## config.mk

```make
export PLATFORM = sky130hd
export DESIGN_NAME = cpcc_top
export DESIGN_NICKNAME = d
export VERILOG_FILES = /design/src/design/cpcc_pkg.sv /design/src/design/cpcc_nvm_loader.sv /design/src/design/cpcc_out_div.sv /design/src/design/cpcc_top.sv
export SDC_FILE = /design/constraint.sdc
export NUM_CORES = 2
export LEC_CHECK = 0
export BUFFER_PORTS_ARGS = -buffer_cell sky130_fd_sc_hd__buf_2
export CORE_MARGIN = 4
export CORE_UTILIZATION = 25
export DETAILED_ROUTE_END_ITERATION = 7
export SYNTH_ARGS = -nofsm -noshare
export SYNTH_HDL_FRONTEND = slang
export SYNTH_SLANG_ARGS = --single-unit
export TNS_END_PERCENT = 30
```

## constraint.sdc

```tcl
create_clock -name i_ref_clk -period 47.8 [get_ports i_ref_clk]
set_input_delay 4.78 -clock i_ref_clk [delete_from_list [all_inputs] [get_ports i_ref_clk]]
set_output_delay 4.78 -clock i_ref_clk [all_outputs]
set_load 0.05 [all_outputs]
```

## src/design/cpcc_pkg.sv

```systemverilog
// Shared constants and types for the power-up configuration controller
package cpcc_pkg;
  localparam int DW = 32;
  localparam int AW = 8;
  localparam int IDX_W = 5;
  localparam int PROF_W = 4;
  localparam int NVM_AW = PROF_W + IDX_W;
  localparam int SRC_W = 3;
  localparam int NSRC = 8;
  localparam int RAT_W = 6;
  localparam int PF_W = 3;
  localparam int NIN = 3;
  localparam int FRAC_W = 24;
  localparam int PDIV_W = 8;

  ////////////////////////////////////////////////////////////////////////////
  // Register word indices
  localparam logic [AW-1:0] R_CTRL = 8'h00;
  localparam logic [AW-1:0] R_XLOAD = 8'h01;
  localparam logic [AW-1:0] R_PDIV = 8'h02;
  localparam logic [AW-1:0] R_FBN = 8'h03;
  localparam logic [AW-1:0] R_FBD = 8'h04;
  localparam logic [AW-1:0] R_S0N = 8'h05;
  localparam logic [AW-1:0] R_S0D = 8'h06;
  localparam logic [AW-1:0] R_S1N = 8'h07;
  localparam logic [AW-1:0] R_S1D = 8'h08;
  localparam logic [AW-1:0] R_SS = 8'h09;
  localparam logic [AW-1:0] R_PINFN = 8'h0a;
  localparam logic [AW-1:0] R_OUT0 = 8'h0b;
  localparam logic [AW-1:0] REG_STATUS = 8'h1f;

  ////////////////////////////////////////////////////////////////////////////
  // Codes and limits
  localparam logic [1:0] SRC_XTAL = 2'h0;
  localparam logic [1:0] SRC_CLKIN2 = 2'h1;
  localparam logic [1:0] SRC_CLKIN3 = 2'h2;
  // Spread amount in 0.01 % steps
  localparam logic [7:0] SS_MIN = 8'h0a;
  localparam logic [7:0] SS_MAX = 8'hfa;
  localparam logic [5:0] SS_MOD_BASE = 6'h1e;
  // Crystal load code in 0.5 pF steps above 2.5 pF, top code is 21.5 pF
  localparam logic [5:0] XL_MAX = 6'h26;
  localparam logic [RAT_W-1:0] DIV_MIN = 6'h01;

  typedef enum logic [2:0] {
    ST_BOOT = 3'b000,
    ST_LOAD = 3'b001,
    ST_CHECK = 3'b010,
    ST_HOLD = 3'b011,
    ST_RUN = 3'b100
  } cpcc_state_t;

  typedef enum logic [2:0] {
    PF_NONE = 3'b000,
    PF_OE = 3'b001,
    PF_SS = 3'b010,
    PF_SEL0 = 3'b011,
    PF_SEL1 = 3'b100,
    PF_FSEL = 3'b101,
    PF_ADDR = 3'b110
  } cpcc_pinfn_t;

  typedef struct packed {
    logic [17:0] rsvd;
    logic [PROF_W-1:0] profile;
    logic ss_center;
    logic ss_en;
    logic [NIN-1:0] in_off;
    logic [1:0] src;
    logic by_reg;
    logic reload;
    logic restart;
  } cpcc_ctrl_t;

  typedef struct packed {
    logic [21:0] rsvd;
    logic en;
    logic [SRC_W-1:0] src;
    logic [RAT_W-1:0] ratio;
  } cpcc_outcfg_t;

  typedef struct packed {
    logic [21:0] rsvd;
    logic [1:0] mod;
    logic [7:0] amount;
  } cpcc_sscfg_t;

  typedef struct packed {
    logic [20:0] rsvd;
    logic [PROF_W-1:0] profile;
    logic [1:0] src;
    logic no_input;
    logic isp_hold;
    logic running;
    logic ready;
    logic loading;
  } cpcc_status_t;

  typedef struct packed {
    logic [PDIV_W-1:0] in_div;
    logic [FRAC_W-1:0] fb_num;
    logic [FRAC_W-1:0] fb_den;
    logic [1:0][FRAC_W-1:0] syn_num;
    logic [1:0][FRAC_W-1:0] syn_den;
  } cpcc_plan_t;

  typedef struct packed {
    logic en;
    logic center;
    logic [7:0] amount;
    logic [5:0] mod_khz;
  } cpcc_ss_t;
endpackage

```

## src/design/cpcc_nvm_loader.sv

```systemverilog
// Copies one profile image from non-volatile memory into the register file
`timescale 1ns/1ps
module cpcc_nvm_loader #(
  parameter int NREG = 17
) (
  input wire logic i_ref_clk,
  input wire logic i_rst,
  input wire logic i_ce,
  input wire logic i_start,
  input wire logic [cpcc_pkg::PROF_W-1:0] i_profile,
  output logic [cpcc_pkg::NVM_AW-1:0] o_nvm_addr,
  output logic o_nvm_rd,
  output logic o_wr,
  output logic [cpcc_pkg::IDX_W-1:0] o_wr_idx,
  output logic o_done
);
  typedef struct packed {
    logic busy;
    logic [cpcc_pkg::PROF_W-1:0] prof;
    logic [cpcc_pkg::IDX_W-1:0] idx;
    logic wr;
    logic [cpcc_pkg::IDX_W-1:0] wr_idx;
    logic done;
  } cpcc_ld_state_t;

  localparam logic [cpcc_pkg::IDX_W-1:0] LAST = cpcc_pkg::IDX_W'(NREG - 1);

  cpcc_ld_state_t s;
  cpcc_ld_state_t next_s;

  ////////////////////////////////////////////////////////////////////////////
  // Memory answers one cycle after the read, so each write trails its read
  always_comb begin
    next_s = s;
    next_s.wr = 1'b0;
    next_s.done = 1'b0;
    if (s.wr) begin
      next_s.done = s.wr_idx == LAST;
    end
    if (i_start) begin
      next_s.busy = 1'b1;
      next_s.prof = i_profile;
      next_s.idx = '0;
    end else if (s.busy) begin
      next_s.wr = 1'b1;
      next_s.wr_idx = s.idx;
      if (s.idx == LAST) begin
        next_s.busy = 1'b0;
      end else begin
        next_s.idx = s.idx + 1'b1;
      end
    end
  end

  always_ff @(posedge i_ref_clk or posedge i_rst) begin
    if (i_rst) begin
      s <= '0;
    end else if (i_ce) begin
      s <= next_s;
    end
  end

  assign o_nvm_addr = {s.prof, s.idx};
  assign o_nvm_rd = s.busy;
  assign o_wr = s.wr;
  assign o_wr_idx = s.wr_idx;
  assign o_done = s.done;
endmodule

```

## src/design/cpcc_out_div.sv

```systemverilog
// Per-output integer divider whose ratio changes only at a period boundary
`timescale 1ns/1ps
module cpcc_out_div #(
  parameter int W = 6
) (
  input wire logic i_ref_clk,
  input wire logic i_rst,
  input wire logic i_ce,
  input wire logic i_en,
  input wire logic i_tick,
  input wire logic [W-1:0] i_ratio,
  output logic o_clk
);
  typedef struct packed {
    logic [W-1:0] cnt;
    logic out;
  } cpcc_div_state_t;

  cpcc_div_state_t s;
  cpcc_div_state_t next_s;
  logic [W-1:0] eff;

  // Ratio zero is not a legal divide, treat it as the lowest one
  assign eff = (i_ratio < cpcc_pkg::DIV_MIN) ? cpcc_pkg::DIV_MIN : i_ratio;

  ////////////////////////////////////////////////////////////////////////////
  // A new ratio is sampled only when a period ends, so no runt pulse appears
  always_comb begin
    next_s = s;
    next_s.out = 1'b0;
    if (!i_en) begin
      next_s.cnt = '0;
    end else if (i_tick) begin
      if (s.cnt == '0) begin
        next_s.out = 1'b1;
        next_s.cnt = eff - 1'b1;
      end else begin
        next_s.cnt = s.cnt - 1'b1;
      end
    end
  end

  always_ff @(posedge i_ref_clk or posedge i_rst) begin
    if (i_rst) begin
      s <= '0;
    end else if (i_ce) begin
      s <= next_s;
    end
  end

  assign o_clk = s.out;
endmodule

```

## src/design/cpcc_top.sv

```systemverilog
// Power-up loader, register file and output control of the clock generator
//
// The address map and the strobed register port were left to the implementer.
`timescale 1ns/1ps
// Overview of operation
// - After power-up, load register defaults and configuration from NVM first.
// - Serial register access works only after initialization has finished.
// - All clock outputs stay squelched until initialization is done.
// - Stored user configuration becomes the default at every power-up.
// - Programming strap: come up loaded but with every output disabled.
// - In that mode host writes registers, restarts; no NVM reload happens.
// - Two hardware pins may form a two-bit input source selector.
// - Host may select the input source by writing a register.
// - Each hardware pin takes one function: OE, SS, select, freq, address.
// - Input, feedback fraction and synthesis fraction dividers set the plan.
// - Cross-point mux routes two fractional or five integer paths anywhere.
// - Each output integer divider divides by 1 to 63.
// - Crystal load capacitance is set by register from 2.5 to 21.5 pF.
// - Each unused clock input can be switched off by register.
// - Up to 16 stored configuration profiles are selectable.
// - Spread spectrum down or center, 0.1 to 2.5 percent, 30 to 33 kHz.
// - Each output ratio changes on the fly without glitches.
// - A register bit chooses pin or register input selection.
// - No input clock on the selected input at power-up means no outputs.
module cpcc_top #(
  parameter int NOUT = 6,
  parameter int NPIN = 7
) (
  input wire logic i_ref_clk,
  input wire logic i_rst,
  input wire logic i_ce,
  input wire logic [cpcc_pkg::AW-1:0] i_reg_addr,
  input wire logic [cpcc_pkg::DW-1:0] i_reg_wdata,
  input wire logic i_reg_wr,
  input wire logic i_reg_rd,
  output logic [cpcc_pkg::DW-1:0] o_reg_rdata,
  output logic [cpcc_pkg::NVM_AW-1:0] o_nvm_addr,
  output logic o_nvm_rd,
  input wire logic [cpcc_pkg::DW-1:0] i_nvm_data,
  input wire logic i_otp_isp,
  input wire logic [NPIN-1:0] i_uhip,
  input wire logic [cpcc_pkg::NIN-1:0] i_in_present,
  input wire logic [cpcc_pkg::NSRC-1:0] i_src_tick,
  output logic o_serial_ready,
  output logic o_bus_addr_sel,
  output logic [1:0] o_active_src,
  output logic [cpcc_pkg::NIN-1:0] o_in_power,
  output logic [5:0] o_crystal_load_capacitance,
  output cpcc_pkg::cpcc_plan_t o_plan,
  output cpcc_pkg::cpcc_ss_t o_ss,
  output logic [cpcc_pkg::PROF_W-1:0] o_profile,
  output logic [NOUT-1:0] o_clk_out
);
  localparam int NREG = int'(cpcc_pkg::R_OUT0) + NOUT;
  localparam logic [cpcc_pkg::AW-1:0] NREG_A = cpcc_pkg::AW'(NREG);

  typedef struct packed {
    cpcc_pkg::cpcc_state_t st;
    logic isp_pend;
    logic ld_start;
    logic [cpcc_pkg::DW-1:0] rdata;
    cpcc_pkg::cpcc_plan_t plan;
    cpcc_pkg::cpcc_ss_t ss;
    logic [5:0] xl;
    logic [cpcc_pkg::NIN-1:0] in_power;
    logic [cpcc_pkg::PROF_W-1:0] profile;
    logic [1:0] src;
    logic addr_sel;
    logic [NREG-1:0][cpcc_pkg::DW-1:0] regs;
  } cpcc_top_state_t;

  cpcc_top_state_t s;
  cpcc_top_state_t next_s;

  cpcc_pkg::cpcc_ctrl_t ctrl;
  cpcc_pkg::cpcc_ctrl_t wr_ctrl;
  cpcc_pkg::cpcc_sscfg_t sscfg;
  cpcc_pkg::cpcc_status_t status;
  logic ld_wr;
  logic ld_done;
  logic [cpcc_pkg::IDX_W-1:0] ld_idx;
  logic ready;
  logic running;
  logic bus_wr;
  logic restart;
  logic [NPIN-1:0] m_oe;
  logic [NPIN-1:0] m_ss;
  logic [NPIN-1:0] m_sel0;
  logic [NPIN-1:0] m_sel1;
  logic [NPIN-1:0] m_fsel;
  logic [NPIN-1:0] m_addr;
  logic pin_sel_used;
  logic [1:0] pin_src;
  logic [1:0] src_mux;
  logic [1:0] act_src;
  logic sel_present;
  logic outs_ok;
  logic outs_on;
  cpcc_pkg::cpcc_plan_t plan;
  cpcc_pkg::cpcc_ss_t ss;
  logic [5:0] xl;
  logic [cpcc_pkg::NIN-1:0] in_power;
  logic [cpcc_pkg::PROF_W-1:0] profile;
  logic addr_sel;

  assign ctrl = cpcc_pkg::cpcc_ctrl_t'(s.regs[cpcc_pkg::R_CTRL]);
  assign sscfg = cpcc_pkg::cpcc_sscfg_t'(s.regs[cpcc_pkg::R_SS]);
  assign wr_ctrl = cpcc_pkg::cpcc_ctrl_t'(i_reg_wdata);

  ////////////////////////////////////////////////////////////////////////////
  // Hardware pin function decode
  for (genvar p = 0; p < NPIN; p++) begin : g_pin
    cpcc_pkg::cpcc_pinfn_t fn;
    assign fn = cpcc_pkg::cpcc_pinfn_t'(s.regs[cpcc_pkg::R_PINFN][p*cpcc_pkg::PF_W +: cpcc_pkg::PF_W]);
    assign m_oe[p] = fn == cpcc_pkg::PF_OE;
    assign m_ss[p] = fn == cpcc_pkg::PF_SS;
    assign m_sel0[p] = fn == cpcc_pkg::PF_SEL0;
    assign m_sel1[p] = fn == cpcc_pkg::PF_SEL1;
    assign m_fsel[p] = fn == cpcc_pkg::PF_FSEL;
    assign m_addr[p] = fn == cpcc_pkg::PF_ADDR;
  end

  // Every assigned OE pin must be high; with none assigned outputs are enabled
  assign outs_ok = &(~m_oe | i_uhip);
  assign pin_sel_used = |(m_sel0 | m_sel1);
  assign pin_src = {|(m_sel1 & i_uhip), |(m_sel0 & i_uhip)};
  // Register choice also covers a part with no selector pins assigned
  assign src_mux = (ctrl.by_reg || !pin_sel_used) ? ctrl.src : pin_src;
  // The unused fourth code falls back to the crystal
  assign act_src = (src_mux > cpcc_pkg::SRC_CLKIN3) ? cpcc_pkg::SRC_XTAL : src_mux;
  assign sel_present = i_in_present[act_src];

  ////////////////////////////////////////////////////////////////////////////
  // Register access and power-up sequence
  assign ready = (s.st != cpcc_pkg::ST_BOOT) && (s.st != cpcc_pkg::ST_LOAD);
  assign running = s.st == cpcc_pkg::ST_RUN;
  // Dividers stop at the edge that leaves RUN, so no pulse trails into a reload
  assign outs_on = running && outs_ok && (next_s.st == cpcc_pkg::ST_RUN);
  assign bus_wr = i_reg_wr && ready && (i_reg_addr < NREG_A);
  assign restart = i_reg_wr && ready && (i_reg_addr == cpcc_pkg::R_CTRL) && wr_ctrl.restart;

  always_comb begin
    status = '0;
    status.profile = profile;
    status.src = act_src;
    status.no_input = s.st == cpcc_pkg::ST_CHECK;
    status.isp_hold = s.st == cpcc_pkg::ST_HOLD;
    status.running = running;
    status.ready = ready;
    status.loading = !ready;
  end

  always_comb begin
    next_s = s;
    next_s.ld_start = 1'b0;
    next_s.rdata = '0;
    // Outputs are registered so the analog side sees one settled word per cycle
    next_s.plan = plan;
    next_s.ss = ss;
    next_s.xl = xl;
    next_s.in_power = in_power;
    next_s.profile = profile;
    next_s.src = act_src;
    next_s.addr_sel = addr_sel;
    // Loader and bus never write together: the bus is shut while loading
    if (ld_wr) begin
      next_s.regs[ld_idx] = i_nvm_data;
    end
    if (bus_wr) begin
      next_s.regs[i_reg_addr[cpcc_pkg::IDX_W-1:0]] = i_reg_wdata;
    end
    // Restart and reload are commands, never stored
    next_s.regs[cpcc_pkg::R_CTRL][1:0] = 2'h0;
    if (i_reg_rd && ready) begin
      if (i_reg_addr < NREG_A) begin
        next_s.rdata = s.regs[i_reg_addr[cpcc_pkg::IDX_W-1:0]];
      end else if (i_reg_addr == cpcc_pkg::REG_STATUS) begin
        next_s.rdata = status;
      end
    end
    case (s.st)
      cpcc_pkg::ST_BOOT: begin
        // Strap is sampled once, on the first enabled edge after reset
        next_s.isp_pend = i_otp_isp;
        next_s.ld_start = 1'b1;
        next_s.st = cpcc_pkg::ST_LOAD;
      end
      cpcc_pkg::ST_LOAD: begin
        if (ld_done) begin
          next_s.st = s.isp_pend ? cpcc_pkg::ST_HOLD : cpcc_pkg::ST_CHECK;
        end
      end
      cpcc_pkg::ST_CHECK: begin
        if (sel_present) begin
          next_s.st = cpcc_pkg::ST_RUN;
        end
      end
      cpcc_pkg::ST_HOLD: begin
        // Reload request is ignored so host writes are kept
        if (restart) begin
          next_s.isp_pend = 1'b0;
          next_s.st = cpcc_pkg::ST_CHECK;
        end
      end
      cpcc_pkg::ST_RUN: begin
        if (restart && wr_ctrl.reload) begin
          next_s.ld_start = 1'b1;
          next_s.st = cpcc_pkg::ST_LOAD;
        end else if (restart) begin
          next_s.st = cpcc_pkg::ST_CHECK;
        end
      end
      default: begin
        next_s.st = cpcc_pkg::ST_BOOT;
      end
    endcase
  end

  always_ff @(posedge i_ref_clk or posedge i_rst) begin
    if (i_rst) begin
      s <= '0;
      // Reset outputs show what all-zero registers decode to
      s.ss.amount <= cpcc_pkg::SS_MIN;
      s.ss.mod_khz <= cpcc_pkg::SS_MOD_BASE;
      s.in_power <= '1;
    end else if (i_ce) begin
      s <= next_s;
    end
  end

  ////////////////////////////////////////////////////////////////////////////
  // Profile image loader
  cpcc_nvm_loader #(
    .NREG(NREG)
  ) u_loader (
    .i_ref_clk(i_ref_clk),
    .i_rst(i_rst),
    .i_ce(i_ce),
    .i_start(s.ld_start),
    .i_profile(ctrl.profile),
    .o_nvm_addr(o_nvm_addr),
    .o_nvm_rd(o_nvm_rd),
    .o_wr(ld_wr),
    .o_wr_idx(ld_idx),
    .o_done(ld_done)
  );

  ////////////////////////////////////////////////////////////////////////////
  // Output path: cross-point source pick and glitch-free divider per output
  for (genvar o = 0; o < NOUT; o++) begin : g_out
    cpcc_pkg::cpcc_outcfg_t cfg;
    assign cfg = cpcc_pkg::cpcc_outcfg_t'(s.regs[int'(cpcc_pkg::R_OUT0) + o]);
    cpcc_out_div #(
      .W(cpcc_pkg::RAT_W)
    ) u_div (
      .i_ref_clk(i_ref_clk),
      .i_rst(i_rst),
      .i_ce(i_ce),
      .i_en(outs_on && cfg.en),
      .i_tick(i_src_tick[cfg.src]),
      .i_ratio(cfg.ratio),
      .o_clk(o_clk_out[o])
    );
  end

  ////////////////////////////////////////////////////////////////////////////
  // Configuration fields handed to the analog side
  always_comb begin
    plan.in_div = s.regs[cpcc_pkg::R_PDIV][cpcc_pkg::PDIV_W-1:0];
    plan.fb_num = s.regs[cpcc_pkg::R_FBN][cpcc_pkg::FRAC_W-1:0];
    plan.fb_den = s.regs[cpcc_pkg::R_FBD][cpcc_pkg::FRAC_W-1:0];
    plan.syn_num[0] = s.regs[cpcc_pkg::R_S0N][cpcc_pkg::FRAC_W-1:0];
    plan.syn_den[0] = s.regs[cpcc_pkg::R_S0D][cpcc_pkg::FRAC_W-1:0];
    plan.syn_num[1] = s.regs[cpcc_pkg::R_S1N][cpcc_pkg::FRAC_W-1:0];
    plan.syn_den[1] = s.regs[cpcc_pkg::R_S1D][cpcc_pkg::FRAC_W-1:0];
  end

  always_comb begin
    ss.en = ctrl.ss_en || |(m_ss & i_uhip);
    ss.center = ctrl.ss_center;
    ss.mod_khz = cpcc_pkg::SS_MOD_BASE + 6'(sscfg.mod);
    if (sscfg.amount < cpcc_pkg::SS_MIN) begin
      ss.amount = cpcc_pkg::SS_MIN;
    end else if (sscfg.amount > cpcc_pkg::SS_MAX) begin
      ss.amount = cpcc_pkg::SS_MAX;
    end else begin
      ss.amount = sscfg.amount;
    end
  end

  // Codes past the top step saturate at the largest capacitance
  assign xl = (s.regs[cpcc_pkg::R_XLOAD][5:0] > cpcc_pkg::XL_MAX) ?
    cpcc_pkg::XL_MAX : s.regs[cpcc_pkg::R_XLOAD][5:0];
  // The selected input is never powered down, whatever the mask says
  assign in_power = ~ctrl.in_off | (cpcc_pkg::NIN'(1) << act_src);
  assign profile = ctrl.profile ^ cpcc_pkg::PROF_W'(|(m_fsel & i_uhip));
  assign addr_sel = |(m_addr & i_uhip);

  ////////////////////////////////////////////////////////////////////////////
  // Registered data outputs; they hold while the clock enable is low
  assign o_plan = s.plan;
  assign o_ss = s.ss;
  assign o_crystal_load_capacitance = s.xl;
  assign o_in_power = s.in_power;
  assign o_profile = s.profile;
  assign o_bus_addr_sel = s.addr_sel;
  assign o_active_src = s.src;
  assign o_serial_ready = ready;
  assign o_reg_rdata = s.rdata;
endmodule

```

; Yosys cells after proc, flatten, opt, wreduce, memory -nomap -nowiden
; Cells that the tools add are included.
; Widths: inputs -> output; s select.
[totals]
output_inout_bits = 233
in_bits = 96
reg_bits = 822
elab_cells = 298
[classes]
n_bitwise = 12
n_eq_ne = 59
shifts = 1
n_mux = 86
n_lt_le_gt_ge = 22
n_addsub = 14
reduce_logical = 49
[ops]
columns = operator, count
row1 = $bwmux 544, 2
row2 = $mux 544, 2
row3 = $demux 32 s5, 2
row4 = $bmux 32 s5, 1
row5 = $mux 32, 5
row6 = $mux 6, 20
row7 = $sub 6x1->6 const B, 12
row8 = $eq 3x3->1 const B, 23
row9 = $eq 3x2->1 const B, 16
row10 = $mux 7, 6
row11 = $reduce_or 7->1, 6
row12 = $logic_not 6->1, 6
row13 = $lt 6x1->1 const B, 6
row14 = $and 7x7->7, 5
row15 = $mux 1, 25
row16 = $eq 3x1->1 const B, 8
row17 = $lt 3x4->1 const B, 6
row18 = $mux 11, 2
row19 = $bmux 1 s3, 6
row20 = $logic_and 1x1->1, 17
row21 = $mux 8, 2
row22 = $pmux 3 s5, 1
row23 = $ne 2x2->1 const B, 7
row24 = $or 7x7->7, 2
row25 = 35 further kinds, 55

; Longest topological paths before layout
[depth]
ltp_word = 17
ltp_mapped = 13
depth_no_buf = 11

; Modules after synthesis
; A second synthesis with hierarchy kept.
[hier_totals]
hier_cells = 4061
area_unflattened_um2 = 42396.9
[by_module_without_submodules]
columns = module, area_each_um2, instances, cells_per_inst, seq_area_each_um2
row1 = cpcc_top, 38590.8, 1, 3648, 19025.7
row2 = cpcc_out_div, 500.5, 6, 58, 175.2
row3 = cpcc_nvm_loader, 803.3, 1, 65, 425.4

; Least setup slack after synthesis
; OpenSTA, ideal clock, no wires.
[synth_path]
path_type = input to register
start = input port i_uhip[0]
end = register g_out[0].u_div.s[4] in the netlist's numbering
slack_ns = 40.656
required_ns = 47.717
arrival_time_ns = 7.061
path_stages = 10
path_buffers = 1
setup_ns = 0.083
cell_sequence = nor2b_1 > a2111oi_0 > o211ai_1 > mux2_2 > ha_1 > o21ai_0 > a22o_1 > clkbuf_1 > nand3_1 > o22ai_1
[synth_via]
elab_chain_cells = 14
elab_cells_between_ends = 20
classes_between = order compare (1) / eq/ne (2) / mux (7) / bitwise (3) / reduce/logical (7)
[synth_lines]
columns = item, line
row1 = "start, declared", cpcc_top.sv:41  ; input wire logic [NPIN-1:0] i_uhip,
row2 = $and 7x7->7, cpcc_top.sv:126  ; assign pin_src = {|(m_sel1 & i_uhip), |(m_sel0 & i_uhip)};
row3 = $reduce_or 7->1, cpcc_top.sv:126
row4 = $mux 2 (*), cpcc_top.sv:128  ; assign src_mux = (ctrl.by_reg || !pin_sel_used) ? ctrl.src : pin_src;
row5 = $gt 2x2->1, cpcc_top.sv:130  ; assign act_src = (src_mux > cpcc_pkg::SRC_CLKIN3) ? cpcc_pkg::SRC_XTAL : src_mux;
row6 = $mux 2 (*), cpcc_top.sv:130
row7 = via act_src[1], cpcc_top.sv:95  ; logic [1:0] act_src;
row8 = $bmux 1 s2 (*), cpcc_top.sv:131  ; assign sel_present = i_in_present[act_src];
row9 = $mux 1 (implied by the code) (*), cpcc_top.sv:131
row10 = $mux 3 (*), cpcc_top.sv:194  ; if (sel_present) begin
row11 = $pmux 3 s5 (*), cpcc_top.sv:181  ; case (s.st)
row12 = $eq 3x3->1 (*), cpcc_top.sv:138  ; assign outs_on = running && outs_ok && (next_s.st == cpcc_pkg::ST_RUN);
row13 = $logic_and 1x1->1 (*), cpcc_top.sv:138
row14 = $logic_and 1x1->1 (*), cpcc_top.sv:259  ; .i_en(outs_on && cfg.en),
row15 = $ne 2x2->1 (no line), --
row16 = $reduce_and 2->1 (no line), --
row17 = "end signal, assigned", cpcc_out_div.sv:47  ; s <= next_s;
row18 = "end, declared", cpcc_out_div.sv:19  ; cpcc_div_state_t s;
; The timed path passes the listed nets; every way through them passes the cells marked *. The select of a mux whose other input is x is not followed.
; A chain may end at the register's enable or synchronous reset.

; Worst setup path in the final report
[layout_path]
start = input port i_ce
end = register s, in the netlist o_plan[48]
[layout_rtl]
columns = item, line
row1 = "start, declared", cpcc_top.sv:31  ; input wire logic i_ce,
row2 = "end signal, assigned", cpcc_top.sv:227  ; s <= next_s;
row3 = "end, declared", cpcc_top.sv:72  ; cpcc_top_state_t s;
; No word-level cell between the ends.

==> results.toml <==
[synthesis]
ys_seq_area_frac = 0.4693
synth_edf_count = 0
synth_warnings = 0
syn_inst = 4119
synth_cell_type_count = 86
synth_nets = 4227
ys.flop_type = "dfrtp_1"
yosys_register_bits = 819
synthesis.area_sq_um = 43690
syn_area_per_cell_sq_um = 10.61
synthArstFlopShare = 1.000

[clock_network]
post_cts_buffers = 0
clk_path_buf_depth = 3
cts_resized = 0
cts.reportedPaths.clkPinSlew_ns = 0.06
numCtsBuffers = 89
postCtsHoldBufs = 0
clock_latency_ns = 0.67
htree_levels = 3
clockRootBuffer = "clkbuf_16"
cts_tree = "yes"
clock_sinks = 819

[grt]
antenna_found_initial = 40
grt_max_degree = 163
grt-ovfl-total = 0
grt_pass1_vias = 35130
grt.total_usage = 0.1845
grt_pass1_wl_microns = 253000

[power]
clockPowerShare = 0.277
vdd.ir_drop.worst_mv = 0.03001
combPwrFrac = 0.310
cellInternalPower_uw = 1579
leakagePower_uw = 0.02008
swShare = 0.3822
p_switching_uw = 976.7
fin_total_pwr_uw = 2555
seqPwrFrac = 0.413
p_per_area_nw_per_um2 = 52.87

[floorplan]
start_util = 0.2513
die_w_microns = 426.0
core_area_sq_um = 173800
rows = 153
fp.dieH_microns = 426.0
dieArea_sq_um = 181500
io_pins = 329

[cells_and_area]
nNetsFinal = 4010
final_cell_mix = "dfrtp_1 (813), o22ai_1 (424), buf_2 (325)"
final_common_cell = "dfrtp_1"
syn2layout_area_growth_pct = 10.65
layout-drive-gt1-share = 0.2332

[sta]
finalMaxSlewViolations = 0
min_period_ns = 8.191
setup_tns_ns = 0
min_period_over_period = 0.1713
fin_skew_ns = 0.02410
clock.fmax_mhz = 122.1
worst_pin_slew_ns = 1.281
setup_viol = 0
setup_ws_ns = 39.61
finalHoldViolCount = 0
rsz0062_at_grt = "false"
relSlewSlack = 0.1381

[placed_design]
dp_slack_ns = 39.02
gp_congestion = 0.9081
io_buffer_count = 328
dp_hpwl_microns = 114600

[worst_setup_path]
path_max_fanout = 151
cp-end-kind = "flip-flop"
crit_required_ns = 48.35
crit_arrival_ns = 8.74
critical_path_class = "primary input to flip-flop"
critPathLaunchType = "primary input"
reg2reg_from = "g_pin[0].fn[2]$_DFFE_PP0P_"
path_common_cell = "buf_4"
crit_chain = "buf_8 > buf_4 > buf_4 > buf_12 > buf_4 > mux2_2"
setup.worst_path.start = "i_ce"
slowest_delay_ns = 0.83
slowest_stage = "buf_4"

[hold_path]
hold_class = "flip-flop to flip-flop"
worstHoldStart = "g_out[2].u_div.s[6]$_DFFE_PP0P_"

[route]
wl_per_cell_microns = 27.49
wl_microns = 173700
route.detailed.drc = 0
first_pass_iters = 8
viasPerCell = 5.723
vias = 36150
drt_iter0_markers = 4695
ant_nets = 0

[run]
drv_cap = 0

[run_status]
status = "finished, final reports clean"
[layout make-up]
cell class / count / area (sq um)
clock buffers: 130 / 2601
inverters: 31 / 125.1
well taps: 2325 / 2909
fillers: 18100 / 125500
flip-flops and latches: 819 / 20500
diodes: 22 / 55.05
multi-input cells: 2564 / 19570
repair buffers: 397 / 2247
clock inverters: 29 / 334.1
[critical path, delay by kind of cell]
family	cells	cell delay, ns
buffers and inverters	5	3.27
multiplexers	1	0.42
[per-layer routing]
metal / up-vias / part of all wire / GRT usage
met5: - / 0.00059 / 0
met4: 14 / 0.070 / 0.1127
met3: 453 / 0.082 / 0.03488
met2: 2181 / 0.49 / 0.3080
met1: 18460 / 0.36 / 0.2198
li1: 15050 / - / -
[through the flow]
stage,util,instances,hold WS [ns],area (sq um)
after detailed placement,0.2609,6136,0.4707,45350
final,0.2781,6317,0.4829,48340
after CTS,0.2778,6295,0.4843,48280
after global routing,0.2780,6311,0.4862,48320
after floorplan,-,4119,0.4251,43690
after global placement,0.2609,6136,0.4642,45350
[logic make-up after synthesis]
| logic type | synth area share |
|---|---|
| adder cells (fa/ha/maj) | 0.003437 |
| XOR/XNOR | 0.0004010 |
| AND/OR/NAND/NOR | 0.08729 |
| buffers and inverters | 0.08557 |
| multiplexers | 0.1209 |
| AO/OA/AOI/OAI | 0.2332 |
| flip-flops | 0.4693 |
[worst paths after layout]
check                                                   to  slack (ns)  cells after the start
hold reg to reg            g_out[2].u_div.s[6]$_DFFE_PP0P_        0.48                      1
hold / removal             g_out[2].u_div.s[6]$_DFFE_PP0P_        0.48                      1
min in group asynchronous          next_s[603]$_DFFE_PP0P_        4.27                      2
setup reg to reg           g_out[1].u_div.s[2]$_DFFE_PP0P_       43.37                     11
setup / recovery                    o_plan[48]$_DFFE_PP0P_       39.61                      6
max in group asynchronous           o_plan[87]$_DFFE_PP0P_       41.15                      4
[synthesized netlist by cell type, drive strengths merged, types with 15 or more instances]
cell type	number	area [sq um]
nor3	36	200.2
mux2	186	2095
nor2	155	581.8
nand2	290	1091
o22ai	424	2653
nor2b	17	106.4
nand3	158	795.8
buf	380	2402
a22o	168	1471
a2bb2oi	319	2794
o21ai	172	860.8
clkbuf	325	1220
nor4	15	123.9
inv	30	112.6
o2bb2ai	29	254.0
a221oi	31	271.5
dfrtp	813	20340
nand2b	20	127.6
a21oi	150	784.5
mux4	137	3085
[power groups by stage]
stage / Clock, uW / Combinational (uW) / Sequential, uW
after floorplan: 0 / 681 / 987
after global placement: 0 / 788 / 1060
after detailed placement: 0 / 799 / 1060
after CTS: 715 / 800 / 1050
after global routing: 743 / 838 / 1070
final: 707 / 793 / 1060
[sequential cells by signal, indices dropped and copies added, names as in the netlist, 2 cells and up]
name,cells
g_out.u_div.s,36
o_reg_rdata,32
o_active_src,2
next_s,152
g_out.u_div.o_clk,6
g_out.cfg,192
u_loader.o_wr_idx,5
o_crystal_load_capacitance,6
o_ss,13
o_in_power,3
g_pin.fn,21
u_loader.o_nvm_addr,9
ctrl,30
o_plan,152
s,120
sscfg,32
o_profile,4
Power figures use the tool's default switching activity.
